### config.mk
export PLATFORM = sky130hd
export DESIGN_NAME = legacy_io_resource_config_bank
export DESIGN_NICKNAME = d
export VERILOG_FILES = /design/src/legacy_io_cfg_pkg.sv /design/src/legacy_io_resource_config_bank.sv
export SDC_FILE = /design/constraint.sdc
export NUM_CORES = 1
export LEC_CHECK = 0
export BUFFER_PORTS_ARGS = -buffer_cell sky130_fd_sc_hd__buf_2
export CELL_PAD_IN_SITES_DETAIL_PLACEMENT = 1
export CELL_PAD_IN_SITES_GLOBAL_PLACEMENT = 1
export CORE_MARGIN = 2
export CORE_UTILIZATION = 43
export CTS_CLUSTER_DIAMETER = 60
export DETAILED_ROUTE_END_ITERATION = 8
export PLACE_DENSITY = 0.82
export SKIP_CTS_REPAIR_TIMING = 1
export SYNTH_ARGS = -nofsm -noshare
export SYNTH_HDL_FRONTEND = slang
export SYNTH_SLANG_ARGS = --single-unit
### constraint.sdc
create_clock -name clk -period 5.3 [get_ports clk]
set_input_delay 1.06 -clock clk [delete_from_list [all_inputs] [get_ports clk]]
set_output_delay 1.06 -clock clk [all_outputs]
set_load 0.02 [all_outputs]
### src/legacy_io_cfg_pkg.sv
/*
 * Constants for the legacy I/O resource configuration bank: register
 * indices, function numbers, reset values and field positions.
 * Assumes a 32-bit classic Wishbone slave with a 12-bit byte address.
 */
package legacy_io_cfg_pkg;

    // ------------------------------------------------------------------
    // Address layout: byte address = {function, index, 2'b00}
    // ------------------------------------------------------------------
    localparam int ADDR_W     = 12;
    localparam int IDX_LSB    = 2;
    localparam int IDX_MSB    = 9;
    localparam int FUNC_LSB   = 10;
    localparam int FUNC_MSB   = 11;

    localparam logic [1:0] FUNC_GLOBAL   = 2'h0;
    localparam logic [1:0] FUNC_PARALLEL = 2'h1;
    localparam logic [1:0] FUNC_SERIAL1  = 2'h2;
    localparam logic [1:0] FUNC_SERIAL2  = 2'h3;

    localparam logic [7:0] IDX_GLOBAL_CFG  = 8'h28;
    localparam logic [7:0] IDX_STATUS      = 8'h29;
    localparam logic [7:0] IDX_ACTIVATE    = 8'h30;
    localparam logic [7:0] IDX_BASE_HIGH   = 8'h60;
    localparam logic [7:0] IDX_BASE_LOW    = 8'h61;
    localparam logic [7:0] IDX_IRQ_SELECT  = 8'h70;
    localparam logic [7:0] IDX_DMA_SELECT  = 8'h74;
    localparam logic [7:0] IDX_MODE_CONFIG = 8'hf0;

    // ------------------------------------------------------------------
    // Reset values
    // ------------------------------------------------------------------
    localparam logic [7:0] RST_GLOBAL_CFG   = 8'h00;
    localparam logic [7:0] RST_SER1_ACT     = 8'h01;
    localparam logic [7:0] RST_SER2_ACT     = 8'h01;
    localparam logic [7:0] RST_PAR_BASE_HI  = 8'h03;
    localparam logic [7:0] RST_PAR_BASE_LO  = 8'h78;
    localparam logic [7:0] RST_SER1_BASE_HI = 8'h03;
    localparam logic [7:0] RST_SER1_BASE_LO = 8'hf8;
    localparam logic [7:0] RST_SER2_BASE_HI = 8'h02;
    localparam logic [7:0] RST_SER2_BASE_LO = 8'hf8;
    localparam logic [7:0] RST_PAR_IRQ      = 8'h07;
    localparam logic [7:0] RST_SER1_IRQ     = 8'h04;
    localparam logic [7:0] RST_PAR_DMA      = 8'h04;
    localparam logic [7:0] RST_PAR_MODE     = 8'h3f;
    localparam logic [7:0] RST_SER1_CLK     = 8'h00;

    // ------------------------------------------------------------------
    // Fields and decode limits
    // ------------------------------------------------------------------
    localparam int OVERRIDE_BIT = 2;
    localparam int ACTIVE_BIT   = 0;
    localparam int DMA_OFF_BIT  = 2;
    localparam int THRESH_LSB   = 3;
    localparam int THRESH_MSB   = 6;
    localparam logic [7:0] MASK_ACTIVE = 8'h01;
    localparam logic [7:0] MASK_IRQ    = 8'h0f;
    localparam logic [7:0] MASK_DMA    = 8'h07;
    localparam logic [7:0] MASK_MODE   = 8'h7f;
    localparam logic [7:0] MASK_CLK    = 8'h03;
    localparam logic [7:0] MASK_GLOBAL = 8'h04;

    localparam logic [11:0] BASE_MIN   = 12'h100;
    localparam logic [7:0]  BASE_HI_MAX = 8'h0f;
    localparam logic [2:0]  ALIGN4     = 3'h3;
    localparam logic [2:0]  ALIGN8     = 3'h7;

    typedef enum logic [2:0] {
        MODE_SPP      = 3'h0,
        MODE_EPP19    = 3'h1,
        MODE_ECP      = 3'h2,
        MODE_ECP_EPP19 = 3'h3,
        MODE_PRINTER  = 3'h4,
        MODE_EPP17    = 3'h5,
        MODE_RESERVED = 3'h6,
        MODE_ECP_EPP17 = 3'h7
    } par_mode_t;

endpackage : legacy_io_cfg_pkg

### src/legacy_io_resource_config_bank.sv
/*
 * Resource configuration bank for the parallel port and two serial
 * ports: base addresses, interrupt lines, DMA routing, port mode, FIFO
 * threshold and baud clock source, with decoded enables for the cores.
 * Assumes a classic Wishbone master on clk and a synchronous reset.
 */
// Added by the designer: the Wishbone slave port.
`timescale 1ns/1ps

module legacy_io_resource_config_bank
(
    input  wire logic        clk,              // 250 MHz clock
    input  wire logic        rst,              // Synchronous reset, active high
    input  wire logic        wb_cyc_i,         // Wishbone cycle
    input  wire logic        wb_stb_i,         // Wishbone strobe
    input  wire logic        wb_we_i,          // Wishbone write enable
    input  wire logic [11:0] wb_adr_i,         // Wishbone byte address
    input  wire logic [3:0]  wb_sel_i,         // Wishbone byte selects
    input  wire logic [31:0] wb_dat_i,         // Wishbone write data
    output logic      [31:0] wb_dat_o,         // Wishbone read data
    output logic             wb_ack_o,         // Wishbone acknowledge
    output logic      [11:0] parBase,          // Parallel port I/O base
    output logic             parDecodeEn,      // Parallel base legal
    output logic      [3:0]  parIrq,           // Parallel interrupt line
    output logic             parDmaEn,         // Parallel DMA requests routed
    output logic      [1:0]  parDmaChannel,    // Parallel DMA channel
    output logic             parModeValid,     // Mode field in force
    output logic             parSppEn,         // Standard bidirectional mode
    output logic             parPrinterEn,     // Printer-only mode
    output logic             parEppEn,         // EPP cycles allowed
    output logic             parEpp17,         // EPP flavour is 1.7
    output logic             parEcpEn,         // ECP mode
    output logic      [3:0]  parFifoThreshold, // ECP FIFO threshold
    output logic             ser1Active,       // First serial port on
    output logic      [11:0] ser1Base,         // First serial I/O base
    output logic             ser1DecodeEn,     // First serial base legal and on
    output logic      [3:0]  ser1Irq,          // First serial interrupt line
    output logic      [1:0]  ser1ClkSel,       // First serial baud clock code
    output logic             ser2Active,       // Second serial port on
    output logic      [11:0] ser2Base,         // Second serial I/O base
    output logic             ser2DecodeEn      // Second serial base legal and on
);

    // ------------------------------------------------------------------
    // State
    // ------------------------------------------------------------------
    typedef struct packed {
        logic [7:0]  globalCfg;
        logic [7:0]  parBaseHi;
        logic [7:0]  parBaseLo;
        logic [7:0]  parIrqSel;
        logic [7:0]  parDmaSel;
        logic [7:0]  parModeCfg;
        logic [7:0]  ser1Act;
        logic [7:0]  ser1BaseHi;
        logic [7:0]  ser1BaseLo;
        logic [7:0]  ser1IrqSel;
        logic [7:0]  ser1ClkCfg;
        logic [7:0]  ser2Act;
        logic [7:0]  ser2BaseHi;
        logic [7:0]  ser2BaseLo;
        logic        ack;
        logic [31:0] rdData;
        logic [11:0] parBase;
        logic        parDecodeEn;
        logic [3:0]  parIrq;
        logic        parDmaEn;
        logic [1:0]  parDmaChannel;
        logic        parModeValid;
        logic        parSppEn;
        logic        parPrinterEn;
        logic        parEppEn;
        logic        parEpp17;
        logic        parEcpEn;
        logic [3:0]  parFifoThreshold;
        logic        ser1Active;
        logic [11:0] ser1Base;
        logic        ser1DecodeEn;
        logic [3:0]  ser1Irq;
        logic [1:0]  ser1ClkSel;
        logic        ser2Active;
        logic [11:0] ser2Base;
        logic        ser2DecodeEn;
    } bank_state_t;

    bank_state_t state;
    bank_state_t next_state;

    // ------------------------------------------------------------------
    // Helpers
    // ------------------------------------------------------------------
    // Base is legal when it is 100h or above, fits in 12 bits and has
    // the alignment bits clear.
    function automatic logic baseLegal(input logic [7:0] hi,
                                       input logic [7:0] lo,
                                       input logic [2:0] alignMask);
        logic [11:0] base;
        base = {hi[3:0], lo};
        baseLegal = (hi <= legacy_io_cfg_pkg::BASE_HI_MAX)
                 && (base >= legacy_io_cfg_pkg::BASE_MIN)
                 && ((lo[2:0] & alignMask) == 3'h0);
    endfunction : baseLegal

    function automatic logic [7:0] mergeByte(input logic [7:0] old,
                                             input logic [7:0] wr,
                                             input logic [7:0] mask);
        mergeByte = (old & ~mask) | (wr & mask);
    endfunction : mergeByte

    logic [1:0]  func;
    logic [7:0]  idx;
    logic        access;
    logic        doWrite;
    logic [7:0]  wrByte;
    logic [7:0]  rdByte;
    logic        parLegal4;
    logic        parLegal8;
    logic [2:0]  modeCode;
    logic        override;

    assign func     = wb_adr_i[legacy_io_cfg_pkg::FUNC_MSB:legacy_io_cfg_pkg::FUNC_LSB];
    assign idx      = wb_adr_i[legacy_io_cfg_pkg::IDX_MSB:legacy_io_cfg_pkg::IDX_LSB];
    // A new cycle is answered once; ack drops the cycle after it rises
    assign access   = wb_cyc_i && wb_stb_i && !state.ack;
    assign doWrite  = access && wb_we_i && wb_sel_i[0];
    assign wrByte   = wb_dat_i[7:0];
    assign override = state.globalCfg[legacy_io_cfg_pkg::OVERRIDE_BIT];
    assign modeCode = state.parModeCfg[2:0];
    assign parLegal4 = baseLegal(state.parBaseHi, state.parBaseLo,
                                 legacy_io_cfg_pkg::ALIGN4);
    assign parLegal8 = baseLegal(state.parBaseHi, state.parBaseLo,
                                 legacy_io_cfg_pkg::ALIGN8);

    // ------------------------------------------------------------------
    // Read mux (reserved bits read zero)
    // ------------------------------------------------------------------
    always_comb
    begin
        rdByte = 8'h00;
        unique case (func)
            legacy_io_cfg_pkg::FUNC_GLOBAL:
            begin
                if (idx == legacy_io_cfg_pkg::IDX_GLOBAL_CFG)
                    rdByte = state.globalCfg;
                else if (idx == legacy_io_cfg_pkg::IDX_STATUS)
                    rdByte = {3'h0, state.ser2DecodeEn, state.ser1DecodeEn,
                              parLegal8, state.parEppEn, state.parDecodeEn};
            end
            legacy_io_cfg_pkg::FUNC_PARALLEL:
            begin
                unique case (idx)
                    legacy_io_cfg_pkg::IDX_BASE_HIGH:   rdByte = state.parBaseHi;
                    legacy_io_cfg_pkg::IDX_BASE_LOW:    rdByte = state.parBaseLo;
                    legacy_io_cfg_pkg::IDX_IRQ_SELECT:  rdByte = state.parIrqSel;
                    legacy_io_cfg_pkg::IDX_DMA_SELECT:  rdByte = state.parDmaSel;
                    legacy_io_cfg_pkg::IDX_MODE_CONFIG: rdByte = state.parModeCfg;
                    default:                            rdByte = 8'h00;
                endcase
            end
            legacy_io_cfg_pkg::FUNC_SERIAL1:
            begin
                unique case (idx)
                    legacy_io_cfg_pkg::IDX_ACTIVATE:    rdByte = state.ser1Act;
                    legacy_io_cfg_pkg::IDX_BASE_HIGH:   rdByte = state.ser1BaseHi;
                    legacy_io_cfg_pkg::IDX_BASE_LOW:    rdByte = state.ser1BaseLo;
                    legacy_io_cfg_pkg::IDX_IRQ_SELECT:  rdByte = state.ser1IrqSel;
                    legacy_io_cfg_pkg::IDX_MODE_CONFIG: rdByte = state.ser1ClkCfg;
                    default:                            rdByte = 8'h00;
                endcase
            end
            legacy_io_cfg_pkg::FUNC_SERIAL2:
            begin
                unique case (idx)
                    legacy_io_cfg_pkg::IDX_ACTIVATE:    rdByte = state.ser2Act;
                    legacy_io_cfg_pkg::IDX_BASE_HIGH:   rdByte = state.ser2BaseHi;
                    legacy_io_cfg_pkg::IDX_BASE_LOW:    rdByte = state.ser2BaseLo;
                    default:                            rdByte = 8'h00;
                endcase
            end
        endcase
    end

    // ------------------------------------------------------------------
    // Next state
    // ------------------------------------------------------------------
    always_comb
    begin
        next_state     = state;
        next_state.ack = access;
        if (access)
            next_state.rdData = {24'h0, rdByte};

        // Register writes (unmapped addresses are acked and ignored)
        if (doWrite)
        begin
            unique case (func)
                legacy_io_cfg_pkg::FUNC_GLOBAL:
                    if (idx == legacy_io_cfg_pkg::IDX_GLOBAL_CFG)
                        next_state.globalCfg = mergeByte(state.globalCfg, wrByte,
                                                         legacy_io_cfg_pkg::MASK_GLOBAL);
                legacy_io_cfg_pkg::FUNC_PARALLEL:
                begin
                    if (idx == legacy_io_cfg_pkg::IDX_BASE_HIGH)
                        next_state.parBaseHi = wrByte;
                    if (idx == legacy_io_cfg_pkg::IDX_BASE_LOW)
                        next_state.parBaseLo = wrByte;
                    if (idx == legacy_io_cfg_pkg::IDX_IRQ_SELECT)
                        next_state.parIrqSel = wrByte & legacy_io_cfg_pkg::MASK_IRQ;
                    if (idx == legacy_io_cfg_pkg::IDX_DMA_SELECT)
                        next_state.parDmaSel = wrByte & legacy_io_cfg_pkg::MASK_DMA;
                    if (idx == legacy_io_cfg_pkg::IDX_MODE_CONFIG)
                        next_state.parModeCfg = wrByte & legacy_io_cfg_pkg::MASK_MODE;
                end
                legacy_io_cfg_pkg::FUNC_SERIAL1:
                begin
                    if (idx == legacy_io_cfg_pkg::IDX_ACTIVATE)
                        next_state.ser1Act = wrByte & legacy_io_cfg_pkg::MASK_ACTIVE;
                    if (idx == legacy_io_cfg_pkg::IDX_BASE_HIGH)
                        next_state.ser1BaseHi = wrByte;
                    if (idx == legacy_io_cfg_pkg::IDX_BASE_LOW)
                        next_state.ser1BaseLo = wrByte;
                    if (idx == legacy_io_cfg_pkg::IDX_IRQ_SELECT)
                        next_state.ser1IrqSel = wrByte & legacy_io_cfg_pkg::MASK_IRQ;
                    if (idx == legacy_io_cfg_pkg::IDX_MODE_CONFIG)
                        next_state.ser1ClkCfg = wrByte & legacy_io_cfg_pkg::MASK_CLK;
                end
                legacy_io_cfg_pkg::FUNC_SERIAL2:
                begin
                    if (idx == legacy_io_cfg_pkg::IDX_ACTIVATE)
                        next_state.ser2Act = wrByte & legacy_io_cfg_pkg::MASK_ACTIVE;
                    if (idx == legacy_io_cfg_pkg::IDX_BASE_HIGH)
                        next_state.ser2BaseHi = wrByte;
                    if (idx == legacy_io_cfg_pkg::IDX_BASE_LOW)
                        next_state.ser2BaseLo = wrByte;
                end
            endcase
        end

        // Decoded outputs follow the stored registers one cycle later
        next_state.parBase     = {state.parBaseHi[3:0], state.parBaseLo};
        next_state.parDecodeEn = parLegal4;
        next_state.parIrq      = state.parIrqSel[3:0];
        next_state.parDmaEn    = !state.parDmaSel[legacy_io_cfg_pkg::DMA_OFF_BIT];
        next_state.parDmaChannel = state.parDmaSel[1:0];
        next_state.parFifoThreshold =
            state.parModeCfg[legacy_io_cfg_pkg::THRESH_MSB:legacy_io_cfg_pkg::THRESH_LSB];

        // Override forces plain SPP; the reserved code also falls back to SPP
        next_state.parModeValid = !override && (modeCode != legacy_io_cfg_pkg::MODE_RESERVED);
        next_state.parSppEn     = 1'b1;
        next_state.parPrinterEn = 1'b0;
        next_state.parEppEn     = 1'b0;
        next_state.parEpp17     = 1'b0;
        next_state.parEcpEn     = 1'b0;
        if (!override)
        begin
            unique case (modeCode)
                legacy_io_cfg_pkg::MODE_SPP:       next_state.parSppEn = 1'b1;
                legacy_io_cfg_pkg::MODE_EPP19:     next_state.parEppEn = 1'b1;
                legacy_io_cfg_pkg::MODE_ECP:
                begin
                    next_state.parSppEn = 1'b0;
                    next_state.parEcpEn = 1'b1;
                end
                legacy_io_cfg_pkg::MODE_ECP_EPP19:
                begin
                    next_state.parEcpEn = 1'b1;
                    next_state.parEppEn = 1'b1;
                end
                legacy_io_cfg_pkg::MODE_PRINTER:
                begin
                    next_state.parSppEn     = 1'b0;
                    next_state.parPrinterEn = 1'b1;
                end
                legacy_io_cfg_pkg::MODE_EPP17:
                begin
                    next_state.parEppEn = 1'b1;
                    next_state.parEpp17 = 1'b1;
                end
                legacy_io_cfg_pkg::MODE_RESERVED:  next_state.parSppEn = 1'b1;
                legacy_io_cfg_pkg::MODE_ECP_EPP17:
                begin
                    next_state.parEcpEn = 1'b1;
                    next_state.parEppEn = 1'b1;
                    next_state.parEpp17 = 1'b1;
                end
            endcase
        end
        // EPP needs an 8-byte aligned base; a 4-byte base keeps other modes
        if (!parLegal8)
        begin
            next_state.parEppEn = 1'b0;
            next_state.parEpp17 = 1'b0;
        end

        next_state.ser1Active   = state.ser1Act[legacy_io_cfg_pkg::ACTIVE_BIT];
        next_state.ser1Base     = {state.ser1BaseHi[3:0], state.ser1BaseLo};
        next_state.ser1DecodeEn = state.ser1Act[legacy_io_cfg_pkg::ACTIVE_BIT]
            && baseLegal(state.ser1BaseHi, state.ser1BaseLo,
                         legacy_io_cfg_pkg::ALIGN8);
        next_state.ser1Irq      = state.ser1IrqSel[3:0];
        next_state.ser1ClkSel   = state.ser1ClkCfg[1:0];
        next_state.ser2Active   = state.ser2Act[legacy_io_cfg_pkg::ACTIVE_BIT];
        next_state.ser2Base     = {state.ser2BaseHi[3:0], state.ser2BaseLo};
        next_state.ser2DecodeEn = state.ser2Act[legacy_io_cfg_pkg::ACTIVE_BIT]
            && baseLegal(state.ser2BaseHi, state.ser2BaseLo,
                         legacy_io_cfg_pkg::ALIGN8);
    end

    // ------------------------------------------------------------------
    // Registers
    // ------------------------------------------------------------------
    always_ff @(posedge clk)
    begin
        if (rst)
        begin
            state            <= '0;
            state.globalCfg  <= legacy_io_cfg_pkg::RST_GLOBAL_CFG;
            state.parBaseHi  <= legacy_io_cfg_pkg::RST_PAR_BASE_HI;
            state.parBaseLo  <= legacy_io_cfg_pkg::RST_PAR_BASE_LO;
            state.parIrqSel  <= legacy_io_cfg_pkg::RST_PAR_IRQ;
            state.parDmaSel  <= legacy_io_cfg_pkg::RST_PAR_DMA;
            state.parModeCfg <= legacy_io_cfg_pkg::RST_PAR_MODE;
            state.ser1Act    <= legacy_io_cfg_pkg::RST_SER1_ACT;
            state.ser1BaseHi <= legacy_io_cfg_pkg::RST_SER1_BASE_HI;
            state.ser1BaseLo <= legacy_io_cfg_pkg::RST_SER1_BASE_LO;
            state.ser1IrqSel <= legacy_io_cfg_pkg::RST_SER1_IRQ;
            state.ser1ClkCfg <= legacy_io_cfg_pkg::RST_SER1_CLK;
            state.ser2Act    <= legacy_io_cfg_pkg::RST_SER2_ACT;
            state.ser2BaseHi <= legacy_io_cfg_pkg::RST_SER2_BASE_HI;
            state.ser2BaseLo <= legacy_io_cfg_pkg::RST_SER2_BASE_LO;
        end
        else
        begin
            state <= next_state;
        end
    end

    assign wb_dat_o         = state.rdData;
    assign wb_ack_o         = state.ack;
    assign parBase          = state.parBase;
    assign parDecodeEn      = state.parDecodeEn;
    assign parIrq           = state.parIrq;
    assign parDmaEn         = state.parDmaEn;
    assign parDmaChannel    = state.parDmaChannel;
    assign parModeValid     = state.parModeValid;
    assign parSppEn         = state.parSppEn;
    assign parPrinterEn     = state.parPrinterEn;
    assign parEppEn         = state.parEppEn;
    assign parEpp17         = state.parEpp17;
    assign parEcpEn         = state.parEcpEn;
    assign parFifoThreshold = state.parFifoThreshold;
    assign ser1Active       = state.ser1Active;
    assign ser1Base         = state.ser1Base;
    assign ser1DecodeEn     = state.ser1DecodeEn;
    assign ser1Irq          = state.ser1Irq;
    assign ser1ClkSel       = state.ser1ClkSel;
    assign ser2Active       = state.ser2Active;
    assign ser2Base         = state.ser2Base;
    assign ser2DecodeEn     = state.ser2DecodeEn;

endmodule : legacy_io_resource_config_bank

# Word level (Yosys, flattened, before mapping)
# Index checks and enable logic that the tools add are counted.
# word_totals
reg_bits,151
input_bits,53
out_inout_bits,97
elab_cells,116
# classes
eq_ne,18
n_lt_le_gt_ge,6
n_mux,12
n_reduce_logical,42
bitwise,2
# ops
cell,count
$pmux W8 S5,2
$reduce_and A3 Y1,14
$ge A12 B9 Y1 const B,3
$eq A8 B7 Y1 const B,4
$pmux W8 S4,1
$eq A8 B6 Y1 const B,3
$le A8 B4 Y1 const B,3
$pmux W8 S3,1
$logic_and A1 B1 Y1,14
$logic_not A3 Y1,4
$mux W5,2
$eq A3 B3 Y1 const B,3
$eq A8 B8 Y1 const B,1
$mux W8,1
$or A8 B3 Y8,1
$eq A3 B2 Y1 const B,2
$reduce_or A2 Y1,3
$reduce_or A3 Y1,2
$mux W1,5
$eq A2 B2 Y1 const B,2
$reduce_or A4 Y1,1
$eq A3 B1 Y1 const B,1
$logic_not A1 Y1,3
$ne A3 B3 Y1 const B,1
3 further kinds,3

# Depth between registers and ports, before layout
# Gate-level depths: netlist (run 1).
# depth
depth_word,6
ltp_mapped,9
mapped_depth_nobuf,5

# Worst setup path before layout (run 1)
# No wires, ideal clock.
# synth_timing
kind,input -> register
from,in wb_adr_i[6]
to,reg state (netlist bit wb_dat_o[1])
slack_ps,2858
setup_time_ps,136
n_path_buf,3
cell_stages,8
arrival_ps,2307
t_required_ps,5164
path_cell_list,buf_4 and4bb_1 buf_4 and2_1 buf_2 o2bb2ai_1 a221oi_1 o22ai_1
# synth_between
elab_chain_cells,4
elab_cells_between_ends,14
classes_between,eq/ne: 8; mux: 6
# synth_rtl
element,line,source
start: declaration,legacy_io_resource_config_bank.sv:17,"input wire logic [11:0] wb_adr_i,"
$eq A8 B6 Y1,legacy_io_resource_config_bank.sv:145,else if (idx == legacy_io_cfg_pkg::IDX_STATUS)
$mux W5,legacy_io_resource_config_bank.sv:145,
$mux W8,legacy_io_resource_config_bank.sv:143,if (idx == legacy_io_cfg_pkg::IDX_GLOBAL_CFG)
$pmux W8 S4 *,legacy_io_resource_config_bank.sv:140,unique case (func)
end signal: assignment,legacy_io_resource_config_bank.sv:335,state <= next_state;
end: declaration,legacy_io_resource_config_bank.sv:86,bank_state_t state;
# Every way passes the cells marked *; elsewhere a longest branch is shown, timed or not.
# A chain may end at the register's enable or synchronous reset.

# Worst setup path after layout (run 1)
# layout_timing
from,in wb_stb_i
to,reg state (netlist bit next_state[25])
# layout_between
elab_chain_cells,5
# layout_rtl
element,line,source
start: declaration,legacy_io_resource_config_bank.sv:15,"input wire logic wb_stb_i,"
$logic_and A1 B1 Y1 (2 in a row),legacy_io_resource_config_bank.sv:124,assign access = wb_cyc_i && wb_stb_i && !state.ack;
$logic_and A1 B1 Y1 (2 in a row),legacy_io_resource_config_bank.sv:125,assign doWrite = access && wb_we_i && wb_sel_i[0];
$reduce_and A3 Y1 (no line),n/a,
# Every way passes these cells.

==> results of run 1 <==
## final cells by class
cell class	count	area (sq um)	area share, %
clock inverters	11	189	2.69
repair buffers	104	543	7.72
clock buffers	19	443	6.30
inverters	6	22.5	0.320
flip-flops and latches	144	2880	41.0
well taps	184	230	3.27
multi-input cells	445	2720	38.7
## state kept, by name, summed over array words and instances, names as in the netlist, 2 cells and up
| register | count |
|---|---|
| next_state | 54 |
| wb_dat_o | 8 |
| parBase | 12 |
| modeCode | 3 |
| parIrq | 4 |
| ser1Irq | 4 |
| ser1ClkSel | 2 |
| parDmaChannel | 2 |
| state | 13 |
| parFifoThreshold | 4 |
| ser1Base | 12 |
| ser2Base | 12 |
## synthesized netlist by cell type, drive strengths merged (2+ instances only)
cell type / n
a22oi: 16
and3: 28
dfxtp: 144
nor3: 2
o21a: 2
and2: 9
nand3b: 2
nor4: 12
a211o: 23
buf: 107
nand4: 8
nor4b: 4
inv: 6
o2bb2ai: 2
nor2: 28
o211ai: 11
a221oi: 2
mux2i: 21
clkbuf: 19
nand2b: 4
nand2: 64
nand3: 50
and4: 3
nor2b: 60
mux2: 6
o21ai: 5
o22ai: 7
a21oi: 39
## cell families (layout without fill, tap and decap cells)
| logic type | after synthesis | in the layout | share of synthesized area, % |
|---|---|---|---|
| AND/OR/NAND/NOR | 278 | 278 | 24.4 |
| buffers and inverters | 132 | 140 | 13.5 |
| flip-flops | 144 | 144 | 45.2 |
| other | 1 | 24 | 0.0588 |
| multiplexers | 27 | 27 | 4.35 |
| AO/OA/AOI/OAI | 115 | 115 | 12.3 |
| XOR/XNOR | 1 | 1 | 0.137 |
## cell usage in the layout (no fill, tap or decap), types with 2 or more instances in the layout
cell type / count
sky130_fd_sc_hd__dfxtp_1: 144
sky130_fd_sc_hd__buf_2: 95
sky130_fd_sc_hd__nand2_1: 63
sky130_fd_sc_hd__nor2b_1: 60
sky130_fd_sc_hd__nand3_1: 50
sky130_fd_sc_hd__a21oi_1: 39
sky130_fd_sc_hd__nor2_1: 28
sky130_fd_sc_hd__and3_1: 28
sky130_fd_sc_hd__conb_1: 24
sky130_fd_sc_hd__a211o_1: 23
sky130_fd_sc_hd__mux2i_1: 21
sky130_fd_sc_hd__clkbuf_16: 17
sky130_fd_sc_hd__a22oi_1: 16
sky130_fd_sc_hd__o211ai_1: 11
sky130_fd_sc_hd__nor4_1: 10
sky130_fd_sc_hd__buf_4: 9
sky130_fd_sc_hd__and2_1: 8
sky130_fd_sc_hd__nand4_1: 8
sky130_fd_sc_hd__o22ai_1: 7
sky130_fd_sc_hd__mux2_2: 6
sky130_fd_sc_hd__inv_1: 6
sky130_fd_sc_hd__bufinv_16: 5
sky130_fd_sc_hd__nand2b_1: 4
sky130_fd_sc_hd__o21ai_0: 4
sky130_fd_sc_hd__and4_1: 3
sky130_fd_sc_hd__clkinv_2: 3
sky130_fd_sc_hd__nor4_4: 2
sky130_fd_sc_hd__nor4b_2: 2
sky130_fd_sc_hd__o21a_1: 2
sky130_fd_sc_hd__nor3_2: 2
sky130_fd_sc_hd__o2bb2ai_1: 2
sky130_fd_sc_hd__a221oi_1: 2
sky130_fd_sc_hd__clkinvlp_4: 2
## power by group
| group | leakage (nW) | internal, mW | switching, mW | total [mW] |
|---|---|---|---|---|
| clock | 0.305 | 0.839 | 0.450 | 1.29 |
| combinational | 1.45 | 0.0386 | 0.113 | 0.152 |
| sequential | 1.18 | 1.10 | 0.00467 | 1.10 |
| total | 2.93 | 1.98 | 0.567 | 2.54 |
## metal layers
metal / routed length (um) / part of all wire (%)
met1: 8250 / 46
met2: 8360 / 46
met3: 1090 / 6.0
met4: 431 / 2.4
met5: 0 / 0
## path summary, 6_finish.rpt
check,startpoint,end,depth (start not counted)
setup / recovery,wb_stb_i,next_state[25]$_SDFFE_PP1P_,5
hold / removal,state[171]$_SDFFE_PP1P_,parDmaEn$_SDFF_PP0_,1
setup reg to reg,wb_ack_o$_SDFF_PP0_,next_state[25]$_SDFFE_PP1P_,4
hold reg to reg,state[171]$_SDFFE_PP1P_,parDmaEn$_SDFF_PP0_,1
## per-stage QoR
stage	hold slack (ps)	area [sq um]	util [%]	power, mW
2_1_floorplan	407	6470	-	1.25
3_3_place_gp	438	6400	44.0	1.27
3_5_place_dp	451	6400	44.0	1.28
4_1_cts	464	7030	48.4	2.56
5_1_grt	479	7030	48.4	2.61
6_report	459	7030	48.4	2.54
==> impl_summary.md, run 1 <==
Routing
Once detail routing completed, the nets flagged for antenna violations numbered 0. The first detailed-routing pass ran for 5 iterations. The first routing iteration left 371 violations. The total length of routed wires is 18.1 mm. The number of DRC violations after detailed routing is 0.

The number of vias after detailed routing is 5,041. Dividing the detail-routed wire length by the instance count gives 19.9 um. In the routed layout, each cell is associated on average with a via count of between 5 and 6.

Power
The total power per unit cell area is approximately 360 nW/um^2. VDD sags by at most 0.215 mV. In this run the static leakage power is 2.93 nW.

Outcome
The run finished with clean final reports.

Clock network
The clock tree from TritonCTS is done. The depth of the CTS H-tree is 4. The tree is rooted in a sky130_fd_sc_hd__clkbuf_16. The maximum root-to-sink buffer count is 2. The clock-pin slew reported for the worst setup and hold paths after clock tree synthesis is 60 ps. The clock sink count is 144. The number of buffers added by the clock tree synthesis step is 17. For the worst-skew pair, the clock arrives at the later sink with an insertion delay of 430 ps.

Timing
Setup violations remaining at the end of the flow were counted as 0. The worst setup skew after layout is 8.69 ps. At the pin with the least slew margin, the transition time is about 1200 ps. The count of pins over their slew limit is 0. The share of the clock period used by the worst path after layout is about 56%.

Headroom to the max-slew limit came out at 17.6%. The smallest clock period supported by the final layout is computed as slightly below 3000 ps. The final-report hold violation count was 0. Derived from the worst setup path, the maximum achievable clock frequency is 339 MHz. The final setup slack of the worst path is 2350 ps.

Setup repair after global routing left no endpoint under its margin. The setup TNS after final layout is 0 ps.

Synth
The count of state elements after synthesis is 144. The sequential fraction of the synthesis area is 45.2%. The count of mapped cells out of synthesis is 698. Counting flops with a built-in enable in the synthesized netlist gives 0. After synthesis, the netlist uses 52 different library cells. Counting flops with an async set or reset pin after synthesis yields a share of 0%. The netlist area before placement is 6380 sq um. The most area-hungry cell type in the Yosys netlist is sky130_fd_sc_hd__dfxtp_1.

The most used flip-flop cell after synthesis is sky130_fd_sc_hd__dfxtp_1. The Yosys step of the flow raised 0 warnings. The mean area per synthesized cell is 9.14 sq um. In this run the biggest area consumer among cell types represents 45.2% of the synthesized area. By area the synthesized netlist is led by sky130_fd_sc_hd__dfxtp_1 45%, sky130_fd_sc_hd__buf_4 11%, sky130_fd_sc_hd__nor2b_1 5.9%.

Global routing
The via count of the first global-routing pass came to roughly 5,200. The met1 capacity usage during global routing is 30.8%. The most used routing layer in global routing is met2. Global routing used between 30 and 40% of the available met2 tracks. The number of antenna violations at the first check in global routing came to 0. Entering global routing, the biggest net connects 89 pins. For met3 alone, demand over resource in global routing was 5.27%. Summed over all layers, the global routing overflow is 0. In the global route stage, overall resource usage came out at 23.3%. The global-route wire length before repair is 28.7 mm.

Setup path
The minimum setup slack among reg-to-reg paths is 2690 ps. The biggest fanout along the worst timing path is 23. The highest-delay cell along the critical path is sky130_fd_sc_hd__nor4b_4. The startpoint class of the critical path is an input port. The endpoint kind of the worst setup timing path is a flop. The kind of critical path is in -> reg. The required time of the critical path is 5620 ps.

STA puts the critical path data arrival time at 3270 ps. The count of buffer and inverter cells on the critical path is 1. In this design, the stage delay of the slowest critical-path cell is 1070 ps.

Traced cell by cell, the critical path runs through buf_2 -> nand3b_4 -> nor4b_4 -> nand2_1 -> a211o_1. The cell family contributing the most delay on the critical path is simple AND/OR/NAND/NOR gates.

Layout
The number of non-filler instances in the completed layout is 913. The ratio of cells with drive above 1 in the final layout is 20.4%. The signed area change from the synthesized netlist to the final layout is 10.2%. The number of fill cells is 1,690. The number of antenna cells inserted is 0. The number of nets in the layout is 771.

Floorplanning
150 I/O pins were placed. The core region area is around 15,000 sq um. The die area is 15,800 sq um. The starting density of the core is 43.9%. The count of standard-cell rows is 44.

The height of the die is 126 um. The chip width is 126 um.

Min path
The tightest min-delay check is of the reg -> reg type.

Placed design
The placed instance count is 883. The last weighted congestion value of the routability-driven placer is 0.898. The worst setup slack after placement is about 2000 ps. The number of input and output port buffers inserted is between 90 and 100. The half-perimeter wire length of the detailed placement result is between 10 and 15 mm.

Flow run
The reported max-cap violation count is 0.
Note: power is estimated with default switching activity, not from simulation.
==> run 2: changes to the inputs <==
--- a/config.mk
+++ b/config.mk
@@ -9,10 +9,10 @@
 export CELL_PAD_IN_SITES_DETAIL_PLACEMENT = 1
 export CELL_PAD_IN_SITES_GLOBAL_PLACEMENT = 1
 export CORE_MARGIN = 2
-export CORE_UTILIZATION = 43
+export CORE_UTILIZATION = 36
 export CTS_CLUSTER_DIAMETER = 60
 export DETAILED_ROUTE_END_ITERATION = 8
-export PLACE_DENSITY = 0.82
+export PLACE_DENSITY = 0.73
 export SKIP_CTS_REPAIR_TIMING = 1
 export SYNTH_ARGS = -nofsm -noshare
 export SYNTH_HDL_FRONTEND = slang
==> constraint.sdc (replaced) <==
create_clock -name clk -period 2.4 [get_ports clk]
set_input_delay 0.48 -clock clk [delete_from_list [all_inputs] [get_ports clk]]
set_output_delay 0.48 -clock clk [all_outputs]
set_load 0.02 [all_outputs]
==> impl_summary.md, run 2 (synthesis gave the netlist of run 1 again) <==
Floorplanning
The die area is approximately 19,000 sq um. In this run the horizontal extent of the chip is 137 um. The boundary pin count is 150. The height of the die is 137 um. The floorplan has 48 rows.

For this configuration, the core starts out at a cell density of a little under two fifths. The core region area is 17,300 sq um.

Routing
The first-iteration detailed-routing DRC count is ~400. For this block, the routed nets add up to 18.7 mm of wire. The met2 layer wire length in the routed design is 8.63 mm.

In this run the remaining antenna-violating nets after routing total 0. In the detailed route, the total length drawn on met3 is 974 um. The iteration count of the initial detailed-routing pass is 5. Using the TritonRoute via totals, the vias-per-cell ratio works out to 5.16. In the final routed layout, each cell accounts on average for 19.1 um. The routed layout has 5,027 vias. The number of DRC violations after detailed routing is 0. The top layer used by detailed routing is met4. The detailed router put a total of 8.57 mm of wire on met1.

Clock network
For the worst-skew pair, the clock arrives at the later sink with an insertion delay of 430 ps. The depth of the CTS H-tree is 4. The clock tree from TritonCTS is done. The clock-pin slew reported for the worst setup and hold paths after clock tree synthesis is approximately 60 ps. The maximum root-to-sink buffer count is 2. The clock sink count is 144. The library cell used as clock root buffer is sky130_fd_sc_hd__clkbuf_16. TritonCTS created 17 clock buffers.

Timing
The final-report hold violation count is 0. The worst setup skew after layout is 10.3 ps. Setup violations remaining at the end of the flow were counted as 0. The transition at the pin with the smallest max-transition slack is 623 ps.

For the final routed database, the setup TNS stands at 0 ps. The post-route minimum period is 2000 ps. Setup repair after global routing left no endpoint under its margin. The count of pins over their slew limit is 0. The share of the clock period used by the worst path after layout is 83.2%. For this run, the top clock speed supported by timing is between 500 and 600 MHz. Headroom to the max-slew limit came out at 58.5%.

Placed design
In this run the cell area measured after placement is about 6600 sq um. The half-perimeter wire length of the detailed placement result is 13.4 mm. The congestion estimate from routability-driven global placement came to 0.895. During placement, the flow inserted port buffers numbering 96.

Power
Sequential cells account for 44.3% of the total power. The switching power share of the total is 23.8%. The internal portion of the total power is 4.18 mW. The total power per unit cell area is about 760 nW/um^2. The combinational fraction of design power is 6.4%. The peak supply drop is between 0.4 and 0.5 mV. The clock network fraction of total power is 49.3%.

Summed over all cells, the static leakage comes to 3.02 nW. In this run the power spent charging and discharging nets is around 1.3 mW.

Flow run
Max-cap violations in this run came to 0.

Setup path
The required time of the critical path is 2740 ps. The endpoint kind of the worst setup timing path is a flop. The startpoint class of the critical path is a flop. The kind of critical path is reg -> reg. The signal on the critical path passes through or4_1 -> nor4_1 -> nand2_1 -> a311o_1 -> o211ai_1. Data on the critical path arrives at its endpoint at 2340 ps.

The biggest fanout along the worst timing path is 3. The largest single stage delay on the critical path is 560 ps. The slowest stage of the critical path belongs to the cell sky130_fd_sc_hd__or4_1.

Layout
Summing all multi-input logic gate instances after layout gives around 2700 sq um. From synthesis to final layout, the design area changed by 13.1%. The register with the most flip-flops in the layout has 54 of them. Across the whole layout, storage elements account for 2880 sq um. The number of fill cells is 2,021. The ratio of cells with drive above 1 in the final layout is 22.6%. In the layout the commonest cells are 144 x sky130_fd_sc_hd__dfxtp_1, 95 x sky130_fd_sc_hd__buf_2, 63 x sky130_fd_sc_hd__nand2_1.

The number of nets in the layout is 789. The finished cells cover 7220 sq um. The most common cell after layout, fill and taps aside is sky130_fd_sc_hd__dfxtp_1.

Global routing
The overall track demand over capacity in global routing is 20.5%. Entering global routing, the biggest net connects 131 pins. The global-route wire length before repair is 28.8 mm. The number of antenna violations at the first check in global routing is 1. The via count of the first global-routing pass is 5,060. The total grt overflow is 0.

Outcome
The flow ran to the end, and the final reports show no timing, DRC or antenna violations.

Min path
The worst min-delay path class is in -> reg.
==> run 2: layer usage <==
layer,vias up,global-route usage (%)
met5,-,0
met4,0,8.13
met3,29,4.00
met2,149,32.4
met1,2440,27.5
li1,2409,-
==> run 2: final timing paths <==
check	endpoint	slack, ps	cells after the start	start
setup / recovery	wb_dat_o[2]$_SDFFE_PP0P_	400	5	state[198]$_SDFFE_PP0P_
hold / removal	wb_ack_o$_SDFF_PP0_	280	2	rst
setup reg to reg	wb_dat_o[2]$_SDFFE_PP0P_	400	5	state[198]$_SDFFE_PP0P_
hold reg to reg	parDmaEn$_SDFF_PP0_	470	1	state[171]$_SDFFE_PP1P_
==> run 2: cell type report <==
cell class                      count  share of cell area (%)
Sequential cell                   144                    39.9
Multi-Input combinational cell    445                    37.7
Timing Repair Buffer              122                    9.74
Clock buffer                       19                    6.14
Tap cell                          225                    3.90
Clock inverter                     13                    2.25
Inverter                            6                   0.312
Antenna cell                        1                  0.0347
==> run 2: per-stage QoR <==
stage | util [%] | cells | hold WS (ps) | power [mW] | setup slack (ps)
2_1_floorplan | - | 721 | 407 | 2.77 | 538
3_3_place_gp | 38.2 | 942 | 443 | 2.83 | 193
3_5_place_dp | 38.2 | 942 | 445 | 2.84 | 91.6
4_1_cts | 41.7 | 974 | 265 | 5.53 | 427
5_1_grt | 41.7 | 974 | 277 | 5.67 | 348
6_report | 41.7 | 975 | 279 | 5.49 | 404
==> run 2: critical path: cells and delay by family (launching register included) <==
kind	cells	cell delay [ps]
DFF	1	330
AOI/OAI and AO/OA	2	410
and+or+nand+nor	3	1160
==> run 2: power groups by stage <==
stage	logic (mW)	registers, mW	clock network (mW)
4_1_cts	0.352	2.44	2.74
3_5_place_dp	0.350	2.49	0
5_1_grt	0.377	2.44	2.86
6_report	0.350	2.44	2.71
2_1_floorplan	0.271	2.50	0
3_3_place_gp	0.344	2.49	0
==> run 3: changes to the inputs <==
==> constraint.sdc (replaced) <==
create_clock -name clk -period 1.7 [get_ports clk]
set_input_delay 0.34 -clock clk [delete_from_list [all_inputs] [get_ports clk]]
set_output_delay 0.34 -clock clk [all_outputs]
set_load 0.02 [all_outputs]
==> impl_summary.md, run 3 (synthesis gave the netlist of run 1 again) <==
Floorplanning
The core region area is 17,300 sq um. The die covers 18,800 sq um. The die is approximately 140 um wide. The height of the die is ~140 um. The boundary pin count is 150. Row generation in the floorplan step produced 48 rows.

The starting density of the core is 36.9%.

Power
The peak supply drop is 0.722 mV. Power spread over the standard cell area amounts to ~1000 nW/um^2. The total power of the final layout is 7.76 mW.

In this run the static leakage power is 3.35 nW.

Placed design
The number of input and output port buffers inserted is 96. The instance area at placement is 7130 sq um. The last weighted congestion value of the routability-driven placer is 0.909. The half-perimeter wire length of the detailed placement result is 14.9 mm. Timing analysis after detailed placement gives a worst setup slack of -336 ps.

Global routing
The first global-routing pass estimated 30.5 mm of wire. The pin count of the biggest net entering global routing is between 70 and 80. The via count of the first global-routing pass is 5,447. For this run the aggregate overflow at the end of global routing stands at 0. The overall track demand over capacity in global routing is between 20 and 25%. The number of antenna violations at the first check in global routing is 0.

Setup path
The length in cells of the worst reg-to-reg path is 6. The endpoint kind of the worst setup timing path is a flop. The origin of the worst setup path is next_state[53]$_SDFFE_PP0P_.

The worst register-to-register path has a setup slack of -50 ps. The worst flop-to-flop path endpoint is wb_dat_o[2]$_SDFFE_PP0P_. The biggest fanout along the worst timing path is 2. The worst register-to-register path begins at next_state[53]$_SDFFE_PP0P_. The worst path arrival time is 2100 ps. STA classifies the critical path startpoint as a flop. By startpoint and endpoint, the worst setup path is classified as reg -> reg. The required time of the critical path is 2050 ps.

Timing
The share of the clock period used by the worst path after layout is 103%. The count of pins over their slew limit came to 0. Between clock sinks in the finished design, the worst skew comes to roughly 6.3 ps. Headroom to the max-slew limit came out at 58.1%. The final-report hold violation count came to 0.

The transition at the pin with the smallest max-transition slack is 623 ps. Setup repair after global routing could not meet its margin everywhere. Setup violations remaining at the end of the flow were counted as 1. The setup TNS after final layout is -47.1 ps. The post-route minimum period is 1750 ps. The highest clock rate is between 500 and 600 MHz.

The final setup slack of the worst path is -47.1 ps.

Layout
The flip-flop count of the largest register, all copies and words added is 54. After routing the design area is 7780 sq um. The ratio of cells with drive above 1 in the final layout is 29.2%. The signed area change from the synthesized netlist to the final layout is 22.0%. Leaving out fill and tap cells, the most frequent cell in the layout is sky130_fd_sc_hd__dfxtp_1.

The number of nets in the layout is 849. The library cells used most frequently in the layout, excluding fill and tap cells, are 143 x sky130_fd_sc_hd__dfxtp_1, 95 x sky130_fd_sc_hd__buf_2, 77 x sky130_fd_sc_hd__buf_4. The layout has between 2,000 and 2,500 filler cells.

The repair_antennas step left the layout with diodes totalling 0.

Min path
The tightest min-delay check is of the in -> reg type. The startpoint of the worst hold path is rst. The worst hold path terminates at wb_ack_o$_SDFF_PP0_. The worst hold path depth is 2.

Routing
The per-cell routed wire length is between 15 and 20 um. The first-iteration detailed-routing DRC count is ~390. Once detail routing completed, the nets flagged for antenna violations numbered 0.

After detailed routing, the total wire length is 20.1 mm. The number of DRC violations after detailed routing is 0. Detailed routing inserted a total of 5,338 vias. The iteration count of the initial detailed-routing pass is 4. The via count normalized by instance count is slightly above 5.

Clock network
After clock tree synthesis, the clock-pin slew on the worst setup and hold paths is roughly 60 ps. The library cell used as clock root buffer is sky130_fd_sc_hd__clkbuf_16. The clock tree from TritonCTS is done. Clock tree synthesis found a total of 144 sinks. The depth of the CTS H-tree is 4.

The maximum root-to-sink buffer count is 2. The number of clock buffers added by TritonCTS is 17. At the later pin of the worst-skew pair, clock insertion delay measures ~430 ps.

Outcome
The checks that failed: setup timing. The run finished, with violations left.

Flow run
The reported max-cap violation count is 0.
## run 3: layout make-up
class	count	area (sq um)	area share [%]
flip-flops and latches	144	2880	37.0
multi-input cells	445	2790	35.9
repair buffers	182	1230	15.8
clock buffers	21	440	5.66
well taps	225	282	3.62
clock inverters	10	138	1.77
inverters	6	22.5	0.289
## run 3: stage by stage
stage                     util [%]  std cells  hold WS, ps
final                         45.0       1033          165
after global routing          45.0       1033          158
after CTS                     44.6       1033          178
after detailed placement      41.2       1002          445
after global placement        41.2       1002          437
after floorplan                  -        721          407
## run 3: how the worst max path moves through the flow
| stage | slack, ps | to | cells after the start |
|---|---|---|---|
| 6_report | -50 | wb_dat_o[2]$_SDFFE_PP0P_ | 6 |
| 5_1_grt | -110 | wb_dat_o[2]$_SDFFE_PP0P_ | 6 |
| 4_1_cts | -190 | wb_dat_o[2]$_SDFFE_PP0P_ | 6 |
| 3_5_place_dp | -340 | wb_dat_o[3]$_SDFFE_PP0P_ | 7 |
| 3_3_place_gp | -260 | wb_dat_o[3]$_SDFFE_PP0P_ | 7 |
| 2_1_floorplan | -20 | wb_dat_o[1]$_SDFFE_PP0P_ | 8 |
## run 3: metal layers
metal | global-route usage (%) | routed length [um]
met5 | 0 | 0
met2 | 35.0 | 9260
met1 | 28.9 | 9190
met4 | 8.59 | 544
met3 | 4.04 | 1080
## run 3: worst max-delay path, stage by stage (launching register included)
cell and delay, ps:
sky130_fd_sc_hd__dfxtp_2 320, sky130_fd_sc_hd__or4_4 560, sky130_fd_sc_hd__nor4_4 260, sky130_fd_sc_hd__buf_4 150
sky130_fd_sc_hd__nand2_2 40, sky130_fd_sc_hd__a311o_1 260, sky130_fd_sc_hd__o211ai_1 70
## run 3: report_power, final
part,switching (mW),leakage [nW],internal [mW]
clock network,1.45,0.277,2.30
registers,0.0136,1.18,3.43
logic,0.387,1.89,0.197
